==> src/rtl/pdpc_regs.svh <==
// Timing counts and reset values for the source power-path controller.
// Assumes a 100 MHz reference clock; included by its bare name.
`ifndef PDPC_REGS_SVH
`define PDPC_REGS_SVH

// =============================================================
// Clock rate
`define PDPC_CLK_HZ 100000000

// =============================================================
// Dead-battery enable pulse period and width
`define PDPC_DB_PERIOD_S 10
`define PDPC_DB_PERIOD_CYC (`PDPC_DB_PERIOD_S * `PDPC_CLK_HZ)
`define PDPC_DB_WIDTH_MS 10
`define PDPC_DB_WIDTH_CYC (`PDPC_DB_WIDTH_MS * (`PDPC_CLK_HZ / 1000))

// =============================================================
// Supply shut-down time during fault recovery
`define PDPC_FAULT_OFF_MS 100
`define PDPC_FAULT_OFF_CYC (`PDPC_FAULT_OFF_MS * (`PDPC_CLK_HZ / 1000))

// =============================================================
// Synchroniser reset value: bit 0 plug detect (idle high), bit 1 VBUS, bit 2 fault
`define PDPC_SYNC_RST 3'h1
`define PDPC_SYNC_PLUG 0
`define PDPC_SYNC_VBUS 1
`define PDPC_SYNC_FAULT 2

`endif

==> src/rtl/pdpc_pkg.sv <==
// Types shared by the source power-path controller files.
// Assumes nothing of its surroundings.
package pdpc_pkg;

  // =============================================================
  // Source supervision states
  typedef enum logic [2:0] {
    ST_STARTUP,
    ST_NEGOTIATE,
    ST_CONTRACT,
    ST_FAULT_OFF
  } pdpc_state_t;

  // Counter step used by every timer of the block.
  function automatic logic [31:0] pdpc_inc(input logic [31:0] val);
    pdpc_inc = val + 32'h00000001;
  endfunction : pdpc_inc

endpackage : pdpc_pkg

==> src/rtl/pdpc_sync.sv <==
// Two-flop synchroniser for the three asynchronous pin inputs.
// Assumes the pins are quasi-static compared with the reference clock.
`timescale 1ns/10ps
`include "pdpc_regs.svh"

module pdpc_sync (
  // Clock and reset
  input wire logic ref_clk,
  input wire logic sysRstN,
  // Pins and their synchronised copies
  input wire logic [2:0] pinAsync,
  output logic [2:0] pinSync
);

  logic [2:0] meta_r;

  // =============================================================
  // Only the second stage is read; the first may be metastable.
  always_ff @(posedge ref_clk) begin
    if (!sysRstN) begin
      meta_r <= `PDPC_SYNC_RST;
      pinSync <= `PDPC_SYNC_RST;
    end else begin
      meta_r <= pinAsync;
      pinSync <= meta_r;
    end
  end

endmodule : pdpc_sync

==> src/rtl/pdpc_top.sv <==
// Power-path supervisor of a USB PD source port: plug qualification,
// dead-battery pulsing, bulk charge gating and fault recovery.
// Assumes the policy logic on the same clock reports role and negotiation result.
`timescale 1ns/10ps
`include "pdpc_regs.svh"

module pdpc_top #(
  parameter logic [31:0] DB_PERIOD_CYC = `PDPC_DB_PERIOD_CYC,
  parameter logic [31:0] DB_WIDTH_CYC = `PDPC_DB_WIDTH_CYC,
  parameter logic [31:0] FAULT_OFF_CYC = `PDPC_FAULT_OFF_CYC
) (
  // Clock and reset
  input wire logic ref_clk,
  input wire logic sysRstN,
  // Pins from the receptacle and supply
  input wire logic insertDetN,
  input wire logic vbusPresent,
  input wire logic sysFaultIn,
  // Policy logic on the same clock
  input wire logic roleConsumer,
  input wire logic negDone,
  input wire logic negFail,
  // Supply control pins
  output logic vbusEn_r,
  output logic deadbattSupplyEn_r,
  output logic bulkChargeEn_r,
  // Towards the policy logic
  output logic negStart_r,
  output logic faultActive_r
);

  logic [2:0] pinSync;
  logic plugOut;
  logic vbusSeen;
  logic faultSeen;
  pdpc_pkg::pdpc_state_t state_r;
  pdpc_pkg::pdpc_state_t state_nxt;
  logic [31:0] offCnt_r;
  logic [31:0] dbCnt_r;
  logic offDone;
  logic srcOn;

  // =============================================================
  // Pin synchronisation
  pdpc_sync u_sync (
    .ref_clk(ref_clk),
    .sysRstN(sysRstN),
    .pinAsync({sysFaultIn, vbusPresent, insertDetN}),
    .pinSync(pinSync)
  );

  // Idle-high plug detect, so a floating or unplugged socket reads as out.
  assign plugOut = pinSync[`PDPC_SYNC_PLUG];
  assign vbusSeen = pinSync[`PDPC_SYNC_VBUS];
  assign faultSeen = pinSync[`PDPC_SYNC_FAULT];
  assign offDone = (offCnt_r == FAULT_OFF_CYC - 32'h00000001);

  // =============================================================
  // Next-state logic. Unplug beats everything so the socket goes cold at once.
  always_comb begin
    state_nxt = state_r;
    unique case (state_r)
      pdpc_pkg::ST_STARTUP: begin
        if (!plugOut && !roleConsumer) begin
          state_nxt = pdpc_pkg::ST_NEGOTIATE;
        end
      end
      pdpc_pkg::ST_NEGOTIATE: begin
        if (plugOut || roleConsumer) begin
          state_nxt = pdpc_pkg::ST_STARTUP;
        end else if (faultSeen || negFail) begin
          state_nxt = pdpc_pkg::ST_FAULT_OFF;
        end else if (negDone) begin
          state_nxt = pdpc_pkg::ST_CONTRACT;
        end
      end
      pdpc_pkg::ST_CONTRACT: begin
        if (plugOut || roleConsumer) begin
          state_nxt = pdpc_pkg::ST_STARTUP;
        end else if (faultSeen) begin
          state_nxt = pdpc_pkg::ST_FAULT_OFF;
        end
      end
      pdpc_pkg::ST_FAULT_OFF: begin
        if (plugOut || roleConsumer) begin
          state_nxt = pdpc_pkg::ST_STARTUP;
        end else if (offDone) begin
          state_nxt = pdpc_pkg::ST_NEGOTIATE;
        end
      end
      default: begin
        state_nxt = pdpc_pkg::ST_STARTUP;
      end
    endcase
  end

  assign srcOn = (state_nxt == pdpc_pkg::ST_NEGOTIATE) || (state_nxt == pdpc_pkg::ST_CONTRACT);

  // State register; reset returns the port to a cold socket.
  always_ff @(posedge ref_clk) begin
    if (!sysRstN) begin
      state_r <= pdpc_pkg::ST_STARTUP;
    end else begin
      state_r <= state_nxt;
    end
  end

  // =============================================================
  // Shut-down timer, running only while the supply is held off after a fault.
  always_ff @(posedge ref_clk) begin
    if (!sysRstN || state_r != pdpc_pkg::ST_FAULT_OFF || offDone) begin
      offCnt_r <= 32'h00000000;
    end else begin
      offCnt_r <= pdpc_pkg::pdpc_inc(offCnt_r);
    end
  end

  // =============================================================
  // Supply, bulk charge and negotiation outputs, all from the next state.
  always_ff @(posedge ref_clk) begin
    if (!sysRstN) begin
      vbusEn_r <= 1'b0;
      bulkChargeEn_r <= 1'b0;
      negStart_r <= 1'b0;
      faultActive_r <= 1'b0;
    end else begin
      vbusEn_r <= srcOn && !plugOut;
      bulkChargeEn_r <= srcOn && !plugOut && !roleConsumer;
      negStart_r <= (state_nxt == pdpc_pkg::ST_NEGOTIATE) &&
        (state_r != pdpc_pkg::ST_NEGOTIATE);
      faultActive_r <= (state_nxt == pdpc_pkg::ST_FAULT_OFF);
    end
  end

  // =============================================================
  // Dead-battery timer. Pulse sits at the start of each period, so the first
  // one goes out right after VBUS vanishes; any VBUS sighting restarts it.
  always_ff @(posedge ref_clk) begin
    if (!sysRstN || vbusSeen) begin
      dbCnt_r <= 32'h00000000;
    end else if (dbCnt_r == DB_PERIOD_CYC - 32'h00000001) begin
      dbCnt_r <= 32'h00000000;
    end else begin
      dbCnt_r <= pdpc_pkg::pdpc_inc(dbCnt_r);
    end
  end

  // A back-powered VBUS ends its own pulse; that is intended, not a glitch.
  always_ff @(posedge ref_clk) begin
    if (!sysRstN) begin
      deadbattSupplyEn_r <= 1'b0;
    end else begin
      deadbattSupplyEn_r <= !vbusSeen && (dbCnt_r < DB_WIDTH_CYC);
    end
  end

  // =============================================================
  // Assertions
  plug_startup_a: assert property (@(posedge ref_clk) disable iff (!sysRstN)
    (state_r == pdpc_pkg::ST_STARTUP) && !plugOut && !roleConsumer |=> negStart_r && vbusEn_r)
    else $error("Qualified plug did not leave startup.");

  cold_socket_a: assert property (@(posedge ref_clk) disable iff (!sysRstN)
    plugOut |=> !vbusEn_r && !bulkChargeEn_r)
    else $error("VBUS driven while plug detect high.");

  db_pulse_start_a: assert property (@(posedge ref_clk) disable iff (!sysRstN)
    !vbusSeen && (dbCnt_r == 32'h00000000) |=> deadbattSupplyEn_r)
    else $error("Dead-battery pulse missing at period start.");

  db_period_wrap_a: assert property (@(posedge ref_clk) disable iff (!sysRstN)
    !vbusSeen && (dbCnt_r == DB_PERIOD_CYC - 32'h00000001) |=> (dbCnt_r == 32'h00000000))
    else $error("Dead-battery period did not wrap.");

  db_stop_a: assert property (@(posedge ref_clk) disable iff (!sysRstN)
    vbusSeen |=> !deadbattSupplyEn_r && (dbCnt_r == 32'h00000000))
    else $error("Dead-battery pulse with VBUS present.");

  bulk_consumer_a: assert property (@(posedge ref_clk) disable iff (!sysRstN)
    roleConsumer |=> !bulkChargeEn_r)
    else $error("Bulk charge on in consumer role.");

  bulk_follow_a: assert property (@(posedge ref_clk) disable iff (!sysRstN)
    vbusEn_r && !$past(roleConsumer) |-> bulkChargeEn_r)
    else $error("Bulk charge off while sourcing as provider.");

  // Unplug and consumer role outrank a fault, so those cycles go to startup instead.
  fault_shut_a: assert property (@(posedge ref_clk) disable iff (!sysRstN)
    faultSeen && !plugOut && !roleConsumer &&
      ((state_r == pdpc_pkg::ST_NEGOTIATE) || (state_r == pdpc_pkg::ST_CONTRACT)) |=>
      !vbusEn_r && faultActive_r)
    else $error("Fault did not shut the supply.");

  fault_retry_a: assert property (@(posedge ref_clk) disable iff (!sysRstN)
    (state_r == pdpc_pkg::ST_FAULT_OFF) && offDone && !plugOut && !roleConsumer |=>
      negStart_r && vbusEn_r ##1 !negStart_r)
    else $error("Supply not re-enabled after shut-down time.");

  neg_pulse_a: assert property (@(posedge ref_clk) disable iff (!sysRstN)
    negStart_r |=> !negStart_r)
    else $error("Negotiation start held for more than one cycle.");

  reset_hold_a: assert property (@(posedge ref_clk)
    !sysRstN |=> (state_r == pdpc_pkg::ST_STARTUP) && !vbusEn_r && !deadbattSupplyEn_r)
    else $error("Outputs active under reset.");

  contract_c: cover property (@(posedge ref_clk) disable iff (!sysRstN)
    (state_r == pdpc_pkg::ST_NEGOTIATE) ##1 (state_r == pdpc_pkg::ST_CONTRACT));
  recovery_c: cover property (@(posedge ref_clk) disable iff (!sysRstN)
    (state_r == pdpc_pkg::ST_FAULT_OFF) ##1 (state_r == pdpc_pkg::ST_NEGOTIATE));
  negfail_c: cover property (@(posedge ref_clk) disable iff (!sysRstN)
    (state_r == pdpc_pkg::ST_NEGOTIATE) && negFail ##1 faultActive_r);
  db_pulse_c: cover property (@(posedge ref_clk) disable iff (!sysRstN)
    $rose(deadbattSupplyEn_r));

endmodule : pdpc_top

==> config.mk <==
export PLATFORM = sky130hd
export DESIGN_NAME = pdpc_top
export DESIGN_NICKNAME = d
export VERILOG_FILES = /design/src/rtl/pdpc_pkg.sv /design/src/rtl/pdpc_sync.sv /design/src/rtl/pdpc_top.sv
export VERILOG_INCLUDE_DIRS = /design/src /design/src/rtl
export SDC_FILE = /design/constraint.sdc
export NUM_CORES = 1
export LEC_CHECK = 0
export BUFFER_PORTS_ARGS = -buffer_cell sky130_fd_sc_hd__buf_2
export CAP_MARGIN = 5
export CORE_UTILIZATION = 35
export CTS_CLUSTER_SIZE = 16
export DETAILED_ROUTE_END_ITERATION = 6
export PLACE_DENSITY = 0.58
export SETUP_SLACK_MARGIN = 0.15
export SLEW_MARGIN = 10
export SYNTH_ARGS = -nofsm -noshare
export SYNTH_HDL_FRONTEND = slang
export SYNTH_SLANG_ARGS = --single-unit
==> constraint.sdc <==
create_clock -name ref_clk -period 2.6 [get_ports ref_clk]
set_input_delay 0 -clock ref_clk [delete_from_list [all_inputs] [get_ports ref_clk]]
set_output_delay 0 -clock ref_clk [all_outputs]
set_load 0.005 [all_outputs]
[After elaboration in Yosys (flattened, before gate mapping)]
Cells that the tools add are included.
Word-level totals
  register bits after elaboration: 78
  bits in latches: 0
  bits in writable memories: 0
  ROM bits: 0
  input bits: 8
  logic and storage cells: 49
  memories kept: 0
Cells by class
  add/subtract/negate cells: 2
  multipliers: 0
  div/mod/pow operators: 0
  $lt $le $gt $ge: 1
  equality and inequality tests: 10
  shifts and indexed selects: 0
  muxes and demuxes: 9
  bitwise gates (word level): 0
  reduce and logical (&&, ||, !) cells: 17
Operators by type and width (count)
  adder 32 x 1 -> 32 bit (second input constant): 2
  equality test 32 x 24 -> 1 bit (second input constant): 1
  equality test 32 x 30 -> 1 bit (second input constant): 1
  < comparator 32 x 20 -> 1 bit (second input constant): 1
  two-way mux 3 bit: 8
  equality test 3 x 2 -> 1 bit (second input constant): 4
  case mux 3 bit (4 select lines): 1
  equality test 3 x 1 -> 1 bit (second input constant): 2
  logical OR 1 bit: 6
  logical AND 1 bit: 5
  zero test 1 bit: 4
  zero test 3 bit: 1
  != test 3 x 1 -> 1 bit (second input constant): 1
  != test 3 x 2 -> 1 bit (second input constant): 1
  OR reduction 2 bit: 1

[Longest topological paths before layout]
Gate-level depths: netlist of the first run.
  depth in word-level cells: 8
  gate-level depth with buffers: 7

[By module]
From an unflattened synthesis of the first run, not the netlist that was laid out.
Unflattened totals
  cell total of the unflattened synthesis: 404
  area total of the unflattened synthesis: 3525.9 um^2
By module, submodules not included
  pdpc_top: times used 1, cells each 392, area each 3368.2 um^2
  pdpc_sync: times used 1, cells each 12, area each 157.7 um^2

[Least setup slack after synthesis of the first run]
No wires, ideal clock.
  path type: flip-flop to flip-flop
  from: register dbCnt_r[26]
  to: register dbCnt_r[7]
  setup time: 115 ps
  data arrival time: 2002 ps
  required time: 2485 ps
  path slack: 483 ps
  cell stages (with the launch flop): 7
  clock period less this slack: 2117 ps
  cell sequence: dfxtp_1 > or4_1 > or4_4 > or3_4 > nand2_4 > buf_8 > nor2_1
Between the ends
  word-level cells in the longest chain between the ends: 2
RTL lines
  from (decl): RTL line pdpc_top.sv:39  | logic [31:0] dbCnt_r;
  from (signal assigned): RTL line pdpc_top.sv:144  | dbCnt_r <= pdpc_pkg::pdpc_inc(dbCnt_r);
  equality test 32 x 30 -> 1 bit: RTL line pdpc_top.sv:141  | end else if (dbCnt_r == DB_PERIOD_CYC - 32'h00000001) begin
  OR reduction 2 bit (no source line)
No other way between the ends.
A chain may end at the register's enable or synchronous reset.

[Worst setup path in the final report of the first run]
  from: register dbCnt_r[26]
  to: register dbCnt_r[18]
Same word-level chain as after synthesis.

==> flow_metrics.py, run 1 <==
metrics = {
    "logic_synthesis": {
        "synth.top_cells.by_count": "78 x dfxtp_1, 78 x nor2_1, 38 x xor2_1",
        "ys_warn_count": 0,
        "yosys.cell_types.count": 46,
        "ys.flop_type": "dfxtp_1",
        "synth_area_leaders": "dfxtp_1 45%, xor2_1 9.5%, nor2_1 8.4%, nand4_1 5.0%, nand3_1 4.7%",
        "synth_edf_count": 0,
        "yosysSeqAreaShare": 0.446,
        "yosysTopAreaCell": "dfxtp_1",
        "yosys_register_bits": 78,
        "syn_area_mm2": 0.00350,
        "synth_top_area_frac": 0.446,
        "syn_inst": 408,
        "async_reset_ff_frac": 0,
        "syn_area_per_cell_um2": 8.59,
        "syn_nets": 418,
    },
    "global_route": {
        "grtUsageMet3": 0.0369,
        "antenna_found_initial": 1,
        "gr-usage-met2": 0.241,
        "grtUsageMet1": 0.201,
        "grt_pass1_wl_um": 12500,
        "grt-busiest-layer": "met2",
        "grt_max_degree": 27,
        "grt_overflow": 0,
        "grt_pass1_vias": 2697,
        "grt_usage": 0.155,
    },
    "timing": {
        "tns_ns": 0,
        "setup_viol_count_final": 0,
        "fin_crit_ns": 2.25,
        "maxSlewViolCount": 0,
        "min_period_over_period": 0.867,
        "tightest_slew_ns": 0.699,
        "clock.fmax_ghz": 0.444,
        "max_slew_margin": 0.532,
        "hold_viol_final": 0,
        "rsz0062_at_grt": "no",
        "finalClockSkew_ns": 0.00873,
    },
    "critical_path": {
        "critPathKind": "flop to flop",
        "worstSetupEndpointType": "flop",
        "crit_start": "dbCnt_r[26]$_SDFF_PP0_",
        "required_ns": 2.84,
        "slowest_delay_ns": 0.56,
        "r2r_start": "dbCnt_r[26]$_SDFF_PP0_",
        "critical_path.cell_chain": "or4_1 -> or4_4 -> or3_4 -> nand2_4 -> nor2_1",
        "timing.rr.end": "dbCnt_r[18]$_SDFF_PP0_",
        "worstPathMaxFanout": 26,
        "r2r_setup_slack_ns": 0.35,
        "crit_slowest_cell": "or4_1",
        "start_kind": "flop",
        "r2r_cells": 5,
        "crit_family": "simple AND/OR/NAND/NOR gates",
        "critical_path_depth": 5,
        "cp_num_buf_inv": 0,
        "cp_data_arrival_time_ns": 2.49,
        "crit_end": "dbCnt_r[18]$_SDFF_PP0_",
    },
    "placement": {
        "post-dp-hpwl_um": 4940,
        "gp_congestion": 0.804,
        "place_area_mm2": 0.00372,
        "port_buffers": 12,
    },
    "clock_network": {
        "numClockSinks": 78,
        "htreeDepth": 3,
        "clk_pin_slew_ns": 0.08,
        "ctsLongestPathBuffers": 2,
        "post_cts_resized": 0,
        "root_buffer": "clkbuf_8",
        "cts_buffers": 9,
        "clk_latency_ns": 0.35,
        "postCtsSetupRepairBufs": 0,
        "cts_tree": "done",
    },
    "finish": {
        "drive_above_1_share": 0.107,
        "antennaDiodeCount": 0,
        "nets": 446,
        "areaGrowthSynthToFinish_pct": 14.2,
        "postLayoutCellArea_mm2": 0.00400,
    },
    "run_status": {
        "outcome": "finished, final reports clean",
    },
    "die": {
        "design.portCount": 13,
        "core_region_area_mm2": 0.00973,
        "std_cell_rows": 36,
        "die_x_um": 102,
        "fp.dieH_um": 102,
        "dieArea_mm2": 0.0104,
        "initial_core_util": 0.360,
    },
    "detailed_routing": {
        "via_count": 2887,
        "drt-initial-drc-count": 122,
        "ant_nets": 0,
        "viasPerCell": 5.03,
        "wirelength_um": 7200,
        "wl_per_cell_um": 12.5,
        "drtPass1Iterations": 4,
        "route.detailed.drc": 0,
    },
    "power": {
        "ir_worst_vdd_mv": 0.204,
        "power_density_mw_per_mm2": 538,
        "p_leak_nw": 1.37,
    },
    "min_path": {
        "hold-path-cell-count": 6,
        "hp-class": "input port to flop",
    },
    "flow_run": {
        "timing.max_cap.violations": 0,
    },
}
-- timing repair --
action / 4_1_cts / 5_1_grt
hold buffers: 8 / 0
hold endpoints to repair: 7 / 0
endpoints found under the setup margin: 0 / 0
-- routing by layer --
layer	vias up	part of all wire
li1	1480	-
met4	0	0.016
met3	10	0.037
met2	40	0.45
met1	1357	0.49
met5	-	0
-- worst min path at each step --
stage / from / endpoint / slack (ns)
after floorplan: sysRstN / u_sync.pinSync[0]$_SDFF_PN1_ / 0.07
after global placement: insertDetN / u_sync.meta_r[0]$_SDFF_PN1_ / 0.19
after detailed placement: insertDetN / u_sync.meta_r[0]$_SDFF_PN1_ / 0.19
after CTS: negDone / faultActive_r$_SDFF_PN0_ / 0.25
after global routing: negDone / state_r[1]$_SDFF_PN0_ / 0.32
final: negDone / faultActive_r$_SDFF_PN0_ / 0.26
-- flip-flops by register name, indices dropped and copies added (netlist names) --
name	flops
state_r	3
u_sync.meta_r	3
deadbattSupplyEn_r	1
dbCnt_r	32
offCnt_r	32
u_sync.pinSync	3
faultActive_r	1
bulkChargeEn_r	1
negStart_r	1
vbusEn_r	1
-- area by class of cell --
type,count,area [um2]
clock buffers,10,138
fillers,1001,5730
inverters,6,22.5
clock inverters,6,61.3
multi-input cells,313,1850
well taps,133,166
flip-flops and latches,78,1560
repair buffers,28,200
-- layout by cell type (no fill, tap or decap), types with 2 or more instances in the layout --
cell / instances
o21ai_0: 4
nor4_2: 2
inv_1: 6
a21oi_1: 9
nand2b_1: 7
or4_1: 2
buf_4: 8
nor2_1: 78
and2_1: 6
nor3_1: 13
xor2_1: 38
nand3_1: 33
and4_1: 3
clkinv_2: 3
and3_2: 2
and3_1: 10
clkbuf_8: 10
buf_2: 12
xnor2_1: 13
or3_1: 7
dfxtp_1: 78
nand2_1: 22
dlygate4sd3_1: 8
nand4_1: 28
ha_1: 2
nor4_1: 9
nand3b_1: 2
nor4b_1: 3
-- stage by stage --
stage / util / power, mW / setup WS [ns] / hold slack (ns) / instances
finish: 0.412 / 2.15 / 0.346 / 0.261 / 574
global route: 0.412 / 2.26 / 0.264 / 0.323 / 574
CTS: 0.412 / 2.19 / 0.325 / 0.252 / 574
detailed placement: 0.383 / 1.28 / 0.335 / 0.191 / 550
global placement: 0.383 / 1.28 / 0.379 / 0.186 / 550
floorplan: - / 1.26 / 0.483 / 0.0730 / 408
-- cells by family after synthesis --
logic type                 after synthesis  synth area share
DFF                                     78             0.446
and+or+nand+nor                        238             0.357
adders and majority gates                2           0.00714
buffers and inverters                   17            0.0253
xor gates and xnor gates                51             0.127
other                                    1           0.00107
AOI/OAI and AO/OA                       21            0.0368
-- worst min-delay path, stage by stage --
cell,delay [ns]
buf_2,0.08
nor2b_1,0.12
o21a_1,0.12
o22ai_1,0.08
nand2b_1,0.12
nor2_1,0.05
-- power by group --
group          leakage (nW)  internal [mW]  switching (mW)
Sequential            0.631           1.20         0.00527
Clock                 0.102          0.466           0.433
Combinational         0.635         0.0231          0.0238
Total                  1.37           1.69           0.462
(Power assumes the default switching activity.)
==> inputs of run 2 (changes only) <==
SYNTH_HIERARCHICAL = 1   (was not set)
==> flow_metrics.py, run 2 <==
metrics = {
    "detailed_routing": {
        "viasPerCell": 5.07,
        "drt-met1-wl_um": 3690,
        "drtPass1Iterations": 4,
        "route.detailed.drc": 0,
        "topRoutingLayerUsed": "met4",
        "wirelength_um": 7240,
        "ant_nets": 0,
        "via_count": 2905,
        "wl_met2_um": 2940,
        "route.met3.wl_um": 411,
        "drt-initial-drc-count": 181,
        "wl_per_cell_um": 12.6,
    },
    "timing": {
        "finalClockSkew_ns": 0.0145,
        "min_period_over_period": 0.830,
        "clock.fmax_ghz": 0.463,
        "rsz0062_at_grt": "no",
        "fin_crit_ns": 2.16,
        "max_slew_margin": 0.659,
        "setup_viol_count_final": 0,
        "holdWs_ns": 0.0455,
        "tightest_slew_ns": 0.505,
        "hold_viol_final": 0,
        "maxSlewViolCount": 0,
        "tns_ns": 0,
    },
    "clock_network": {
        "ctsLongestPathBuffers": 2,
        "cts_tree": "done",
        "clk_pin_slew_ns": 0.09,
        "clk_latency_ns": 0.37,
        "root_buffer": "clkbuf_8",
        "numClockSinks": 78,
        "htreeDepth": 3,
        "post_cts_resized": 0,
        "cts_buffers": 9,
    },
    "logic_synthesis": {
        "synthAdderAreaFrac": 0.00710,
        "yosys.cell_types.count": 44,
        "synth_simple_gate_area_frac": 0.327,
        "synthMuxAreaShare": 0.0114,
        "yosys_register_bits": 78,
        "synth_edf_count": 0,
        "synth_top_area_frac": 0.443,
        "synth_compound_gate_area_share": 0.0742,
        "synth_xor_area_frac": 0.112,
        "synth_top_family_by_area": "simple AND/OR/NAND/NOR gates",
        "yosysSeqAreaShare": 0.443,
        "syn_area_mm2": 0.00353,
        "ys_warn_count": 6,
        "syn_area_per_cell_um2": 8.73,
        "synth_area_leaders": "dfxtp_1 44%, xor2_1 8.2%, nor2_1 6.6%, nand3_1 4.0%, nand4_1 3.7%",
        "async_reset_ff_frac": 0,
        "syn_nets": 414,
        "synth.top_cells.by_count": "78 x dfxtp_1, 62 x nor2_1, 33 x xor2_1",
        "synth_most_common_cell": "dfxtp_1",
        "yosysTopAreaCell": "dfxtp_1",
        "syn_inst": 404,
        "ys.flop_type": "dfxtp_1",
    },
    "global_route": {
        "grt_pass1_wl_um": 12200,
        "grt_usage": 0.153,
        "grt_max_degree": 20,
        "antenna_found_initial": 0,
        "grt_overflow": 0,
        "grt_pass1_vias": 2527,
    },
    "flow_run": {
        "timing.max_cap.violations": 0,
    },
    "power": {
        "pwr-share-clk": 0.405,
        "switching_power_mw": 0.531,
        "switching_share": 0.251,
        "power_frac_seq": 0.573,
        "intPower_mw": 1.58,
        "ir_worst_vdd_mv": 0.267,
        "power_density_mw_per_mm2": 520,
        "p_leak_nw": 1.44,
        "p_comb_frac": 0.023,
    },
    "finish": {
        "nets": 445,
        "top_regs": "dbCnt_r x32, offCnt_r x32",
        "fin_util": 0.416,
        "fill_cells": 994,
        "layout_commonest_cell": "dfxtp_1",
        "multi_input_area_mm2": 0.00188,
        "drive_above_1_share": 0.120,
        "layout_common_cells": "78 x dfxtp_1, 62 x nor2_1, 33 x xor2_1",
        "areaGrowthSynthToFinish_pct": 15.3,
        "fin_cells": 573,
        "antennaDiodeCount": 0,
        "register_area_mm2": 0.00156,
    },
    "critical_path": {
        "timing.rr.end": "dbCnt_r[7]$_SDFF_PP0_",
        "slowest_delay_ns": 0.64,
        "cp_data_arrival_time_ns": 2.43,
        "r2r_start": "dbCnt_r[19]$_SDFF_PP0_",
        "start_kind": "flop",
        "worstPathMaxFanout": 16,
        "required_ns": 2.87,
        "r2r_setup_slack_ns": 0.44,
        "crit_slowest_cell": "or4b_2",
        "r2r_cells": 6,
        "worstSetupEndpointType": "flop",
        "crit_family": "simple AND/OR/NAND/NOR gates",
        "cp_num_buf_inv": 1,
        "critPathKind": "flop to flop",
        "critical_path.cell_chain": "nand4_1 -> or4b_2 -> nor3_1 -> a31o_2 -> buf_12 -> nor2_1",
    },
    "run_status": {
        "outcome": "finished, final reports clean",
    },
    "min_path": {
        "hold-path-cell-count": 4,
        "hold_end": "state_r[0]$_SDFF_PN0_",
        "worstHoldStart": "roleConsumer",
        "hp-class": "input port to flop",
    },
    "placement": {
        "post-dp-hpwl_um": 5010,
        "gp_congestion": 0.816,
        "dp_cells": 549,
        "port_buffers": 12,
    },
    "die": {
        "initial_core_util": 0.361,
        "fp.dieH_um": 102,
        "std_cell_rows": 36,
        "core_region_area_mm2": 0.00977,
        "design.portCount": 13,
        "die_x_um": 102,
        "dieArea_mm2": 0.0105,
    },
}
-- run 2: changes by cell type in the layout (fill, tap and decap cells not counted), sizes merged, moves of 4 or more --
cell and change:
or3 -5, inv +5, mux2i +4, nand3 -5
o21ai +15, buf +4, a31o +5, xor2 -5
nand2 +4, nor2 -16, nand4 -7, or4 +7
-- run 2: worst min-delay path: stages --
cell and delay [ns]:
buf_2 0.09, nor3_1 0.07, nand3_1 0.15, inv_1 0.06
-- run 2: through the flow --
step	power (mW)	setup slack, ns	area (um2)
2_1_floorplan	1.26	0.549	3530
3_3_place_gp	1.28	0.354	3790
3_5_place_dp	1.28	0.291	3790
4_1_cts	2.13	0.267	4050
5_1_grt	2.19	0.284	4070
6_report	2.11	0.441	4070
-- run 2: timing repair --
item	in CTS	in global routing
setup buffers	0	1
hold endpoints to repair	7	0
setup endpoints to repair	0	19
hold buffers	7	0
-- run 2: power groups by stage --
| stage | registers (mW) | logic [mW] | clock network (mW) |
|---|---|---|---|
| after global routing | 1.21 | 0.0530 | 0.928 |
| after detailed placement | 1.24 | 0.0403 | 0 |
| after global placement | 1.24 | 0.0399 | 0 |
| after CTS | 1.21 | 0.0485 | 0.869 |
| final | 1.21 | 0.0476 | 0.855 |
| after floorplan | 1.24 | 0.0228 | 0 |
-- run 2: cell families after synthesis --
logic type / Yosys count
AND/OR/NAND/NOR: 213
other: 1
multiplexers: 4
XOR/XNOR: 45
buffers and inverters: 20
AO/OA/AOI/OAI: 41
adder cells (fa/ha/maj): 2
flip-flops: 78
-- run 2: layout make-up --
class	count	area share
tap	133	0.0409
inverter	9	0.00831
clock buffer	9	0.0305
multi-input combinational	306	0.462
timing repair buffer	31	0.0603
sequential	78	0.384
clock inverter	7	0.0139
-- run 2: how the worst max path moves through the flow --
stage | startpoint | to | depth (start not counted)
finish | dbCnt_r[19]$_SDFF_PP0_ | dbCnt_r[7]$_SDFF_PP0_ | 6
global route | offCnt_r[10]$_SDFF_PP0_ | offCnt_r[9]$_SDFF_PP0_ | 6
CTS | offCnt_r[28]$_SDFF_PP0_ | offCnt_r[4]$_SDFF_PP0_ | 4
detailed placement | offCnt_r[28]$_SDFF_PP0_ | offCnt_r[4]$_SDFF_PP0_ | 4
global placement | offCnt_r[7]$_SDFF_PP0_ | offCnt_r[7]$_SDFF_PP0_ | 5
floorplan | offCnt_r[28]$_SDFF_PP0_ | offCnt_r[17]$_SDFF_PP0_ | 6
-- run 2: routing by layer --
| layer | up-vias | global-route usage |
|---|---|---|
| li1 | 1496 | - |
| met1 | 1318 | 0.220 |
| met2 | 75 | 0.207 |
| met3 | 16 | 0.0328 |
| met4 | 0 | 0.0868 |
| met5 | - | 0 |
==> inputs of run 3 (changes only) <==
PLACE_DENSITY = 0.6   (was 0.58)
clock period = 1.9 ns   (was 2.6 ns; I/O delays follow)
==> flow_metrics.py, run 3 (synthesis results as in run 2) <==
metrics = {
    "power": {
        "p_leak_nw": 1.71,
        "ir_worst_vdd_mv": 0.368,
        "power_density_mw_per_mm2": 605,
    },
    "clock_network": {
        "clk_latency_ns": 0.35,
        "numClockSinks": 78,
        "ctsLongestPathBuffers": 2,
        "root_buffer": "clkbuf_8",
        "htreeDepth": 3,
        "clk_pin_slew_ns": 0.09,
        "cts_tree": "done",
        "cts_buffers": 9,
    },
    "timing": {
        "maxSlewViolCount": 0,
        "min_period_over_period": 1.05,
        "hold_viol_final": 0,
        "setup_viol_count_final": 32,
        "fin_crit_ns": 1.99,
        "fin_ws_ns": -0.0936,
        "clock.fmax_ghz": 0.502,
        "rsz0062_at_grt": "yes",
        "finalClockSkew_ns": 0.0125,
    },
    "placement": {
        "gp_congestion": 0.858,
        "post-dp-hpwl_um": 5790,
        "port_buffers": 12,
        "place_area_mm2": 0.00414,
        "pre_cts_ws_ns": -0.151,
    },
    "critical_path": {
        "worstSetupEndpointType": "flop",
        "worstPathMaxFanout": 6,
        "r2r_cells": 5,
        "cp_data_arrival_time_ns": 2.24,
        "crit_start": "offCnt_r[30]$_SDFF_PP0_",
        "r2r_start": "offCnt_r[30]$_SDFF_PP0_",
        "critPathKind": "flop to flop",
        "crit_end": "offCnt_r[15]$_SDFF_PP0_",
        "r2r_setup_slack_ns": -0.09,
        "timing.rr.end": "offCnt_r[15]$_SDFF_PP0_",
        "start_kind": "flop",
        "required_ns": 2.14,
    },
    "die": {
        "die_x_um": 102,
        "initial_core_util": 0.361,
        "fp.dieH_um": 102,
        "dieArea_mm2": 0.0105,
        "design.portCount": 13,
        "std_cell_rows": 36,
        "core_region_area_mm2": 0.00977,
    },
    "run_status": {
        "outcome": "finished, violations left",
        "violations": "negative setup slack",
    },
    "detailed_routing": {
        "route.detailed.drc": 0,
        "wl_met2_um": 4020,
        "viasPerCell": 5.16,
        "drtPass1Iterations": 4,
        "drt-initial-drc-count": 116,
        "route.met3.wl_um": 279,
        "wirelength_um": 8570,
        "topRoutingLayerUsed": "met4",
        "ant_nets": 0,
        "wl_per_cell_um": 13.8,
        "via_count": 3193,
        "drt-met1-wl_um": 4150,
    },
    "global_route": {
        "antenna_found_initial": 0,
        "grt_overflow": 0,
        "grt_max_degree": 16,
        "grt_pass1_wl_um": 14100,
        "grt_usage": 0.173,
        "grt_pass1_vias": 3016,
    },
    "finish": {
        "antennaDiodeCount": 0,
        "postLayoutCellArea_mm2": 0.00483,
        "layout_common_cells": "63 x dfxtp_1, 49 x buf_4, 33 x xor2_1",
        "areaGrowthSynthToFinish_pct": 37.0,
        "nets": 491,
        "drive_above_1_share": 0.348,
        "top_regs": "dbCnt_r x32, offCnt_r x32",
        "layout_commonest_cell": "dfxtp_1",
    },
    "flow_run": {
        "timing.max_cap.violations": 0,
    },
    "min_path": {
        "hp-class": "input port to flop",
        "hold-path-cell-count": 4,
    },
}
-- run 3: cell types whose count changed in the layout (fill, tap and decap cells not counted), sizes merged --
cell	change
clkbuf	+2
clkinv	+1
inv	+1
buf	+44
clkinvlp	-2
-- run 3: worst min-delay path by stage --
stage,from,endpoint,slack [ns]
2_1_floorplan,sysRstN,u_sync/pinSync[0]$_SDFF_PN1_,0.07
3_3_place_gp,insertDetN,u_sync/meta_r[0]$_SDFF_PN1_,0.18
3_5_place_dp,insertDetN,u_sync/meta_r[0]$_SDFF_PN1_,0.19
4_1_cts,roleConsumer,negStart_r$_SDFF_PN0_,0.06
5_1_grt,roleConsumer,negStart_r$_SDFF_PN0_,0.1
6_report,roleConsumer,negStart_r$_SDFF_PN0_,0.06
-- run 3: where the power goes --
| group | leakage [nW] | total (mW) | switching (mW) | internal (mW) |
|---|---|---|---|---|
| registers | 0.639 | 1.65 | 0.0109 | 1.64 |
| logic | 0.983 | 0.110 | 0.0541 | 0.0563 |
| clock network | 0.0866 | 1.16 | 0.671 | 0.488 |
-- run 3: metrics by stage --
stage                     hold slack, ns  power [mW]  instances  setup TNS, ns  utilization
after floorplan                   0.0730        1.73        404          -1.65            -
after global placement             0.184        1.75        588          -1.75        0.423
after detailed placement           0.188        1.75        588          -2.80        0.423
after CTS                         0.0581        2.92        614          -1.35        0.462
after global routing              0.0953        3.05        619          -4.37        0.494
final                             0.0628        2.92        619          -2.23        0.494
-- run 3: per-layer routing --
layer  up-vias  GRT usage
met5         -          0
met4         0     0.0615
met3        12     0.0356
met2        60      0.274
met1      1532      0.234
li1       1589          -
-- run 3: repair_timing --
action,CTS,global route
buffers inserted,2,3
cloned,1,2
hold buffers,7,0
resized for setup,25,72
hold endpoints to repair,7,0
endpoints found under the setup margin,59,65
pin swaps,19,35
-- run 3: critical path: stages (launching register included) --
cell and delay [ns]:
dfxtp_2 0.34, or4_4 0.56, or4_4 0.57, o21ai_4 0.20, buf_6 0.16, nor2_1 0.05
-- run 3: final cells by class --
class	instances	area (um2)
fillers	954	4940
flip-flops and latches	78	1590
clock buffers	9	124
well taps	133	166
inverters	9	33.8
multi-input cells	306	2220
repair buffers	77	644
clock inverters	7	55.1
